File: src/rtl/trip_delay_consts.vh
// Constants of the protection trip delay timer: register offsets,
// field positions, reset values and timing figures.
// Assumes inclusion by bare name from the rtl folder.
`ifndef TRIP_DELAY_CONSTS_VH
`define TRIP_DELAY_CONSTS_VH

// ----------------------------------------
// Register byte offsets
// ----------------------------------------
`define OFS_CTRL        8'h00
`define OFS_DEF_DELAY   8'h04
`define OFS_TIME_DIAL   8'h08
`define OFS_CONST_A     8'h0C
`define OFS_CONST_B     8'h10
`define OFS_CONST_C     8'h14
`define OFS_PICKUP_SET  8'h18
`define OFS_RELEASE     8'h1C
`define OFS_STATUS      8'h20
`define OFS_TIMER       8'h24
`define OFS_RATIO       8'h28

// ----------------------------------------
// Control field positions
// ----------------------------------------
`define CTRL_DELAY_TYPE    0
`define CTRL_CURVE_SERIES  1
`define CTRL_IEC_LSB       2
`define CTRL_IEEE_LSB      5
`define CTRL_RELEASE_HOLD  8

// ----------------------------------------
// Curve codes
// ----------------------------------------
`define IEC_NORMAL_INVERSE     3'h0
`define IEC_EXTREME_INVERSE    3'h1
`define IEC_VERY_INVERSE       3'h2
`define IEC_LONG_TIME_INVERSE  3'h3
`define IEC_PARAM              3'h4
`define ANSI_NORMAL_INVERSE    3'h0
`define ANSI_VERY_INVERSE      3'h1
`define ANSI_EXTREME_INVERSE   3'h2
`define ANSI_LONG_TIME_INVERSE 3'h3
`define IEEE_MODERATE_INVERSE  3'h4
`define IEEE_VERY_INVERSE      3'h5
`define IEEE_EXTREME_INVERSE   3'h6
`define IEEE_PARAM             3'h7

// ----------------------------------------
// Reset values (times in ms, constants in 0.0001 units)
// ----------------------------------------
`define RST_CTRL        9'h000
`define RST_DEF_DELAY   20'h00028
`define RST_TIME_DIAL   16'h0032
`define RST_CONST_A     20'h0035C
`define RST_CONST_B     20'h0073A
`define RST_CONST_C     20'h000C8
`define RST_PICKUP_SET  16'h0100
`define RST_RELEASE     20'h00000

// ----------------------------------------
// Timing and hysteresis
// ----------------------------------------
`define DELAY_STEP_MS   5
`define TICK_NS         1000000
`define CLK_NS          20
`define DROPOUT_PCT     97
`define FULL_PCT        100

`endif

File: src/rtl/trip_delay_timer.v
// Operating-time stage: pick-up with hysteresis, blocking, fixed or
// inverse-time trip delay, configurable release, APB register file.
// Assumes synchronous inputs on pclk and an external curve evaluator
// that returns the inverse-time delay for the ratio and constants shown.
`timescale 1ns/1ns
`include "trip_delay_consts.vh"

// Overview of operation
// - Instant mode trips with start, same cycle
// - Fixed mode trips after delay, pick-up held
// - Inverse mode delay follows measured/setting ratio
// - Release behaviour on early drop-out configurable
// - Delay type selects fixed/inverse, fixed default
// - Definite delay in 5 ms steps, 40 ms default
// - Zero fixed delay means instant operation
// - Inverse mode: definite delay is minimum time
// - Curve series IEC/IEEE, IEC default, inverse only
// - IEC curves: four standard plus param, normal default
// - IEC param uses user constants A, B
// - IEEE family seven curves plus param, ANSI normal
// - IEEE param uses user constants A, B, C
// - Time dial scales inverse delay, 0.05 default
// - Constant A 0.0001 steps, default 0.0860
// - Constant B 0.0001 steps, default 0.1850
// - Constant C default 0.0200, IEEE param only
// - Pick-up drops below 97 % of setting
// - Blocking after start clears start, releases
module trip_delay_timer #(
   parameter TICK_CYCLES = `TICK_NS / `CLK_NS,
   parameter MEAS_W      = 16,
   parameter TIME_W      = 20
) (
   input  wire              pclk,
   input  wire              presetn,
   input  wire              psel,
   input  wire              penable,
   input  wire              pwrite,
   input  wire [7:0]        paddr,
   input  wire [31:0]       pwdata,
   output wire [31:0]       prdata,
   output wire              pready,
   output wire              pslverr,
   input  wire [MEAS_W-1:0] meas_value,
   input  wire              block_in,
   input  wire [TIME_W-1:0] curve_delay_ms,
   output wire [15:0]       eval_ratio,
   output wire              eval_series,
   output wire [2:0]        eval_curve,
   output wire [15:0]       eval_time_dial,
   output wire [19:0]       eval_const_a,
   output wire [19:0]       eval_const_b,
   output wire [19:0]       eval_const_c,
   output wire              pickup_out,
   output wire              start_out,
   output wire              blocked_out,
   output wire              trip_out
);

   // ----------------------------------------
   // Address decode
   // ----------------------------------------
   function is_mapped;
      input [7:0] a;
      begin
         case (a)
            `OFS_CTRL, `OFS_DEF_DELAY, `OFS_TIME_DIAL, `OFS_CONST_A, `OFS_CONST_B,
            `OFS_CONST_C, `OFS_PICKUP_SET, `OFS_RELEASE, `OFS_STATUS, `OFS_TIMER,
            `OFS_RATIO: is_mapped = 1'b1;
            default:    is_mapped = 1'b0;
         endcase
      end
   endfunction

   // ----------------------------------------
   // Registers
   // ----------------------------------------
   reg  [8:0]        ctrl_reg;
   reg  [TIME_W-1:0] def_delay_reg;
   reg  [15:0]       time_dial_reg;
   reg  [19:0]       const_a_reg;
   reg  [19:0]       const_b_reg;
   reg  [19:0]       const_c_reg;
   reg  [MEAS_W-1:0] pickup_set_reg;
   reg  [TIME_W-1:0] release_reg;
   reg  [31:0]       prdata_reg;
   reg               pickup_reg;
   reg               pickup_d_reg;
   reg               start_reg;
   reg               blocked_reg;
   reg               trip_reg;
   reg  [TIME_W-1:0] timer_reg;
   reg  [TIME_W-1:0] rel_cnt_reg;
   reg  [31:0]       tick_cnt_reg;
   reg  [15:0]       ratio_reg;
   reg               eval_series_reg;
   reg  [2:0]        eval_curve_reg;
   reg  [15:0]       eval_time_dial_reg;
   reg  [19:0]       eval_const_a_reg;
   reg  [19:0]       eval_const_b_reg;
   reg  [19:0]       eval_const_c_reg;

   localparam [TIME_W-1:0] DELAY_STEP = `DELAY_STEP_MS;

   wire              wr_en;
   wire              rd_setup;
   wire              inverse_mode;
   wire              ieee_series;
   wire [2:0]        iec_curve;
   wire [2:0]        ieee_curve;
   wire              param_curve;
   wire              release_hold;
   wire              tick;
   wire              instant;
   wire [TIME_W-1:0] target;
   wire              timer_done;
   wire [MEAS_W+7:0] meas_pct;
   wire [MEAS_W+7:0] drop_pct;
   wire              pickup_next;
   wire              pickup_rise;
   wire              releasing;
   wire              release_done;
   wire [31:0]       status_word;
   wire [MEAS_W+7:0] ratio_full;

   assign wr_en    = psel & penable & pwrite & is_mapped(paddr);
   assign rd_setup = psel & ~penable & ~pwrite;
   assign pready   = 1'b1;
   assign pslverr  = psel & penable & ~is_mapped(paddr);
   assign prdata   = prdata_reg;

   // ----------------------------------------
   // Mode and curve selection
   // ----------------------------------------
   assign inverse_mode = ctrl_reg[`CTRL_DELAY_TYPE];
   assign ieee_series  = ctrl_reg[`CTRL_CURVE_SERIES];
   assign iec_curve    = ctrl_reg[`CTRL_IEC_LSB+2:`CTRL_IEC_LSB];
   assign ieee_curve   = ctrl_reg[`CTRL_IEEE_LSB+2:`CTRL_IEEE_LSB];
   assign release_hold = ctrl_reg[`CTRL_RELEASE_HOLD];
   assign param_curve  = ieee_series ? (ieee_curve == `IEEE_PARAM)
                                     : (iec_curve == `IEC_PARAM);

   // Curve settings only reach the evaluator in inverse mode
   always @(posedge pclk or negedge presetn) begin
      if (!presetn) begin
         eval_series_reg    <= 1'b0;
         eval_curve_reg     <= 3'h0;
         eval_time_dial_reg <= 16'h0000;
         eval_const_a_reg   <= 20'h00000;
         eval_const_b_reg   <= 20'h00000;
         eval_const_c_reg   <= 20'h00000;
      end else begin
         eval_series_reg    <= inverse_mode & ieee_series;
         eval_curve_reg     <= ~inverse_mode ? 3'h0 :
                               (ieee_series ? ieee_curve : iec_curve);
         eval_time_dial_reg <= inverse_mode ? time_dial_reg : 16'h0000;
         eval_const_a_reg   <= (inverse_mode & param_curve) ? const_a_reg : 20'h00000;
         eval_const_b_reg   <= (inverse_mode & param_curve) ? const_b_reg : 20'h00000;
         eval_const_c_reg   <= (inverse_mode & param_curve & ieee_series)
                               ? const_c_reg : 20'h00000;
      end
   end

   assign eval_series    = eval_series_reg;
   assign eval_curve     = eval_curve_reg;
   assign eval_time_dial = eval_time_dial_reg;
   assign eval_const_a   = eval_const_a_reg;
   assign eval_const_b   = eval_const_b_reg;
   assign eval_const_c   = eval_const_c_reg;

   // ----------------------------------------
   // Ratio of measured value to setting (8.8)
   // ----------------------------------------
   // Divide by zero guarded; a zero setting reads as full-scale ratio
   assign ratio_full = (pickup_set_reg == {MEAS_W{1'b0}}) ? {(MEAS_W+8){1'b1}} :
                       ({meas_value, 8'h00} / {8'h00, pickup_set_reg});
   assign eval_ratio = ratio_reg;

   always @(posedge pclk or negedge presetn) begin
      if (!presetn) begin
         ratio_reg <= 16'h0000;
      end else begin
         ratio_reg <= (|ratio_full[MEAS_W+7:16]) ? 16'hFFFF : ratio_full[15:0];
      end
   end

   // ----------------------------------------
   // Pick-up with fixed hysteresis
   // ----------------------------------------
   assign meas_pct = meas_value * 8'd`FULL_PCT;
   assign drop_pct = pickup_set_reg * 8'd`DROPOUT_PCT;
   assign pickup_next = pickup_reg ? (meas_pct >= drop_pct)
                                   : (meas_value >= pickup_set_reg);
   assign pickup_rise = pickup_next & ~pickup_reg;

   // ----------------------------------------
   // Processing tick (1 ms)
   // ----------------------------------------
   assign tick = (tick_cnt_reg == TICK_CYCLES - 1);

   always @(posedge pclk or negedge presetn) begin
      if (!presetn) begin
         tick_cnt_reg <= 32'h00000000;
      end else if (tick) begin
         tick_cnt_reg <= 32'h00000000;
      end else begin
         tick_cnt_reg <= tick_cnt_reg + 32'h00000001;
      end
   end

   // ----------------------------------------
   // Trip time selection
   // ----------------------------------------
   assign instant = ~inverse_mode & (def_delay_reg == {TIME_W{1'b0}});
   assign target  = ~inverse_mode ? def_delay_reg :
                    ((curve_delay_ms > def_delay_reg) ? curve_delay_ms
                                                      : def_delay_reg);
   assign timer_done = (timer_reg >= target);

   // ----------------------------------------
   // Release bookkeeping
   // ----------------------------------------
   // Hold mode freezes the timer so a quick re-pick-up resumes timing
   assign releasing    = ~start_reg & (timer_reg != {TIME_W{1'b0}} | trip_reg);
   assign release_done = ~release_hold | (rel_cnt_reg >= release_reg);

   // ----------------------------------------
   // Start, blocking and timer
   // ----------------------------------------
   always @(posedge pclk or negedge presetn) begin
      if (!presetn) begin
         pickup_reg   <= 1'b0;
         pickup_d_reg <= 1'b0;
         start_reg    <= 1'b0;
         blocked_reg  <= 1'b0;
      end else begin
         pickup_reg   <= pickup_next;
         pickup_d_reg <= pickup_reg;
         if (!pickup_next) begin
            start_reg   <= 1'b0;
            blocked_reg <= 1'b0;
         end else if (pickup_rise) begin
            start_reg   <= ~block_in;
            blocked_reg <= block_in;
         end else if (block_in) begin
            start_reg   <= 1'b0;
         end
      end
   end

   always @(posedge pclk or negedge presetn) begin
      if (!presetn) begin
         timer_reg   <= {TIME_W{1'b0}};
         rel_cnt_reg <= {TIME_W{1'b0}};
         trip_reg    <= 1'b0;
      end else if (start_reg) begin
         rel_cnt_reg <= {TIME_W{1'b0}};
         if (instant) begin
            trip_reg <= 1'b1;
         end else if (timer_done) begin
            trip_reg <= 1'b1;
         end else if (tick) begin
            timer_reg <= timer_reg + {{(TIME_W-1){1'b0}}, 1'b1};
         end
      end else if (releasing) begin
         if (release_done) begin
            timer_reg   <= {TIME_W{1'b0}};
            trip_reg    <= 1'b0;
            rel_cnt_reg <= {TIME_W{1'b0}};
         end else if (tick) begin
            rel_cnt_reg <= rel_cnt_reg + {{(TIME_W-1){1'b0}}, 1'b1};
         end
      end
   end

   // Instant path bypasses the trip flop to meet same-cycle assertion
   assign trip_out    = trip_reg | (start_reg & instant);
   assign start_out   = start_reg;
   assign pickup_out  = pickup_reg;
   assign blocked_out = blocked_reg;

   // ----------------------------------------
   // Register writes
   // ----------------------------------------
   always @(posedge pclk or negedge presetn) begin
      if (!presetn) begin
         ctrl_reg       <= `RST_CTRL;
         def_delay_reg  <= `RST_DEF_DELAY;
         time_dial_reg  <= `RST_TIME_DIAL;
         const_a_reg    <= `RST_CONST_A;
         const_b_reg    <= `RST_CONST_B;
         const_c_reg    <= `RST_CONST_C;
         pickup_set_reg <= `RST_PICKUP_SET;
         release_reg    <= `RST_RELEASE;
      end else if (wr_en) begin
         case (paddr)
            `OFS_CTRL: begin
               ctrl_reg <= pwdata[8:0];
            end
            `OFS_DEF_DELAY: begin
               // Snapped down to the 5 ms grid
               def_delay_reg <= pwdata[TIME_W-1:0] -
                                (pwdata[TIME_W-1:0] % DELAY_STEP);
            end
            `OFS_TIME_DIAL: begin
               time_dial_reg <= pwdata[15:0];
            end
            `OFS_CONST_A: begin
               const_a_reg <= pwdata[19:0];
            end
            `OFS_CONST_B: begin
               const_b_reg <= pwdata[19:0];
            end
            `OFS_CONST_C: begin
               const_c_reg <= pwdata[19:0];
            end
            `OFS_PICKUP_SET: begin
               pickup_set_reg <= pwdata[MEAS_W-1:0];
            end
            `OFS_RELEASE: begin
               release_reg <= pwdata[TIME_W-1:0];
            end
            default: begin
               ctrl_reg <= ctrl_reg;
            end
         endcase
      end
   end

   // ----------------------------------------
   // Register reads (captured in setup cycle)
   // ----------------------------------------
   assign status_word = {28'h0000000, trip_out, blocked_reg, start_reg, pickup_reg};

   always @(posedge pclk or negedge presetn) begin
      if (!presetn) begin
         prdata_reg <= 32'h00000000;
      end else if (rd_setup) begin
         case (paddr)
            `OFS_CTRL:       prdata_reg <= {23'h000000, ctrl_reg};
            `OFS_DEF_DELAY:  prdata_reg <= {{(32-TIME_W){1'b0}}, def_delay_reg};
            `OFS_TIME_DIAL:  prdata_reg <= {16'h0000, time_dial_reg};
            `OFS_CONST_A:    prdata_reg <= {12'h000, const_a_reg};
            `OFS_CONST_B:    prdata_reg <= {12'h000, const_b_reg};
            `OFS_CONST_C:    prdata_reg <= {12'h000, const_c_reg};
            `OFS_PICKUP_SET: prdata_reg <= {{(32-MEAS_W){1'b0}}, pickup_set_reg};
            `OFS_RELEASE:    prdata_reg <= {{(32-TIME_W){1'b0}}, release_reg};
            `OFS_STATUS:     prdata_reg <= status_word;
            `OFS_TIMER:      prdata_reg <= {{(32-TIME_W){1'b0}}, timer_reg};
            `OFS_RATIO:      prdata_reg <= {16'h0000, ratio_reg};
            default:         prdata_reg <= 32'h00000000;
         endcase
      end
   end

endmodule // trip_delay_timer

File: config.mk
export PLATFORM = sky130hd
export DESIGN_NAME = trip_delay_timer
export DESIGN_NICKNAME = d
export VERILOG_FILES = /design/src/rtl/trip_delay_timer.v
export VERILOG_INCLUDE_DIRS = /design/src /design/src/rtl
export SDC_FILE = /design/constraint.sdc
export NUM_CORES = 2
export LEC_CHECK = 0
export BUFFER_PORTS_ARGS = -buffer_cell sky130_fd_sc_hd__buf_2
export CAP_MARGIN = 15
export CORE_ASPECT_RATIO = 1.25
export CORE_MARGIN = 2
export CORE_UTILIZATION = 40
export CTS_BUF_LIST = sky130_fd_sc_hd__clkbuf_8
export CTS_CLUSTER_DIAMETER = 150
export DETAILED_ROUTE_END_ITERATION = 8
export GPL_ROUTABILITY_DRIVEN = 0
export GPL_TIMING_DRIVEN = 0
export HOLD_SLACK_MARGIN = 0.05
export MAX_ROUTING_LAYER = met4
export SKIP_CTS_REPAIR_TIMING = 1
export SYNTH_ARGS = -nofsm -noshare
export SYNTH_HDL_FRONTEND = slang
export SYNTH_SLANG_ARGS = --single-unit
File: constraint.sdc
create_clock -name pclk -period 101.6 [get_ports pclk]
set_clock_uncertainty 0.2 [all_clocks]
set_input_delay 20.32 -clock pclk [delete_from_list [all_inputs] [get_ports pclk]]
set_output_delay 20.32 -clock pclk [all_outputs]
set_load 0.005 [all_outputs]
==> results.py <==
metrics = {
    "yosys": {
        "yosysWarnings": 0,
        "synth_area_sq_mm": 0.0388,
        "yosysSeqAreaShare_pct": 21.5,
        "synth_top_cells_by_count": "ha_1, nand2_1, nor2_1",
        "synthFlopType": "dfrtp_1",
        "synth_area_leaders": "dfrtp_1, ha_1, mux2_2, o21ai_0, xnor2_1",
        "synth_largest_area_cell": "dfrtp_1",
        "synth_edf_count": 0,
        "synthArstFlopShare_pct": 100,
        "yosysMostFrequentCell": "ha_1",
        "synth.top_cell.area_share_pct": 20.0,
        "ys_seq_elements": 333,
        "syn_avg_cell_area_sq_um": 8.36,
        "synth_cells": 4643,
        "synth_cell_types": 118,
    },
    "clock_tree": {
        "clock_path_buffers": 3,
        "cts_max_level": 2,
        "tritoncts": "built",
        "cts-root-buf": "clkbuf_8",
        "cts_buffers": 46,
        "clock_latency_ns": 0.61,
        "clkTransAtPathRegs_ns": 0.07,
        "clock-sinks": 333,
    },
    "placement": {
        "portBuffers": 189,
        "place_ws_ns": -0.898,
        "hpwl_mm": 107,
        "placed_area_sq_mm": 0.0417,
    },
    "die": {
        "die_w_microns": 283,
        "start_util_pct": 40.4,
        "ios": 216,
        "die_y_microns": 352,
        "core-area_sq_mm": 0.0961,
        "die-area_sq_mm": 0.0996,
        "rows": 127,
    },
    "final_layout": {
        "final_core_utilization_pct": 44.8,
        "stdcell_area_sq_mm": 0.0430,
        "largest_reg_flops": 32,
        "fillers": 9657,
        "multi_input_area_sq_mm": 0.0289,
        "nNetsFinal": 5555,
        "drive_gt1_share_pct": 13.2,
        "seq_area_sq_mm": 0.00836,
        "area_delta_synth_final_pct": 10.8,
    },
    "route": {
        "postRouteAntennaNets": 0,
        "drtIter0Drc": 2293,
        "vias_per_cell": 5.85,
        "wire_per_inst_microns": 21.3,
        "wirelength_mm": 133,
        "num_vias": 36500,
        "drc": 0,
        "firstDrtPassIters": 6,
    },
    "global_routing": {
        "grt_start_max_net_pins": 122,
        "antenna_found_initial": 3,
        "grt_pass1_vias": 35700,
        "grt_use_total_pct": 26.7,
        "overflow": 0,
        "grt_first_pass_wirelength_mm": 203,
    },
    "setup_path": {
        "worstPathRequired_ns": 101.85,
        "critPathKind": "in2reg",
        "critPathBufInv": 33,
        "cp-end-kind": "flop",
        "cp-start-kind": "input pin",
        "r2r-start": "pickup_set_reg[15]",
        "crit_path_max_fanout": 11,
        "cpMaxStageDelayCell": "a211oi_1",
        "r2r_cells": 388,
        "cp_top_family": "compound AO/OA/AOI/OAI gates",
        "cp_data_arrival_time_ns": 96.03,
        "cpPeakStageDelay_ns": 0.47,
        "worst_r2r_endpoint": "eval_ratio[0]",
        "path_common_cell": "a21o_1",
        "r2r_setup_slack_ns": 24.30,
    },
    "sta": {
        "fin_crit_ns": 95.78,
        "hold_slack_ns": 0.256,
        "fmax_mhz": 10.4,
        "fin_crit_sh_pct": 94.3,
        "final_max_slew_viol_count": 0,
        "final_hold_viol_count": 0,
        "finalSetupViolations": 0,
        "fin_ws_ns": 5.82,
        "relSlewSlack_pct": 17.3,
        "worstMarginPinSlew_ns": 1.24,
    },
    "run_status": {
        "status": "finished clean",
    },
    "worst_hold_path": {
        "hp-class": "reg2reg",
        "hold_depth": 1,
        "min_from": "tick_cnt_reg[0]",
        "min_to": "tick_cnt_reg[0]",
    },
    "flow_run": {
        "maxCapViolations": 0,
    },
}
## cell families (layout without fill, tap and decap cells)
family / count (synthesis) / after routing / share of synthesized area, %
buf+inv: 447 / 740 / 4.55
xor+xnor: 317 / 317 / 7.19
simple gates: 1453 / 1453 / 19.0
other cells: 2 / 16 / 0.0193
flops: 333 / 333 / 21.5
fa+ha+maj: 569 / 569 / 18.7
mux: 254 / 254 / 7.32
compound gates: 1268 / 1268 / 21.7
## final cells by class
class	count	area share, %
Antenna cell	3	0.0174
Buffer	162	1.74
Clock buffer	63	2.02
Clock inverter	21	0.369
Inverter	284	2.49
Multi-Input combinational cell	3874	67.2
Sequential cell	333	19.4
Tap cell	1290	3.75
Timing Repair Buffer	210	2.96
## per-layer routing
layer / GRT usage [%] / vias to the layer above / wire (microns)
met4: 15.9 / 0 / 9360
met1: 30.1 / 17400 / 52800
li1: - / 17400 / -
met2: 45.6 / 1241 / 64100
met5: - / - / 0
met3: 2.58 / 407 / 6660
## worst max-delay path by stage
| stage | from | to | slack, ns | cells after the start |
|---|---|---|---|---|
| after floorplan | meas_value[2] | eval_ratio[0] | 14.19 | 391 |
| after detailed placement | meas_value[2] | eval_ratio[0] | -0.90 | 388 |
| after global routing | meas_value[8] | eval_ratio[0] | -0.11 | 396 |
| final | meas_value[2] | eval_ratio[0] | 5.82 | 391 |
| after CTS | meas_value[2] | eval_ratio[0] | -0.73 | 388 |
| after global placement | meas_value[2] | eval_ratio[0] | -0.92 | 389 |
## layout by cell type (no fill, tap or decap), drive strengths merged, types with 22 or more instances in the layout
master	count
a21o	179
or3	34
nand2	336
a31oi	46
o21ai	319
clkbuf	184
nand3	92
nor3	112
nor2	331
nor4	41
mux2	204
dfrtp	311
o21bai	32
mux2i	50
and2	112
a211oi	30
xnor2	175
nand2b	97
dfstp	22
o211ai	32
xor2	142
nor2b	71
a221oi	34
o31ai	47
nand4	74
o21a	81
buf	251
ha	541
inv	287
and3	67
a21oi	268
a22oi	35
## metrics by stage
step,setup TNS [ns],instances
final,0,6240
after global routing,-0.111,6240
after CTS,-0.732,6227
after detailed placement,-0.898,6143
after global placement,-0.918,6133
after floorplan,0,4654
Power is left out: the tool's default activity adds up to more than one toggle a clock period on the data nets, which glitch-free logic cannot reach.
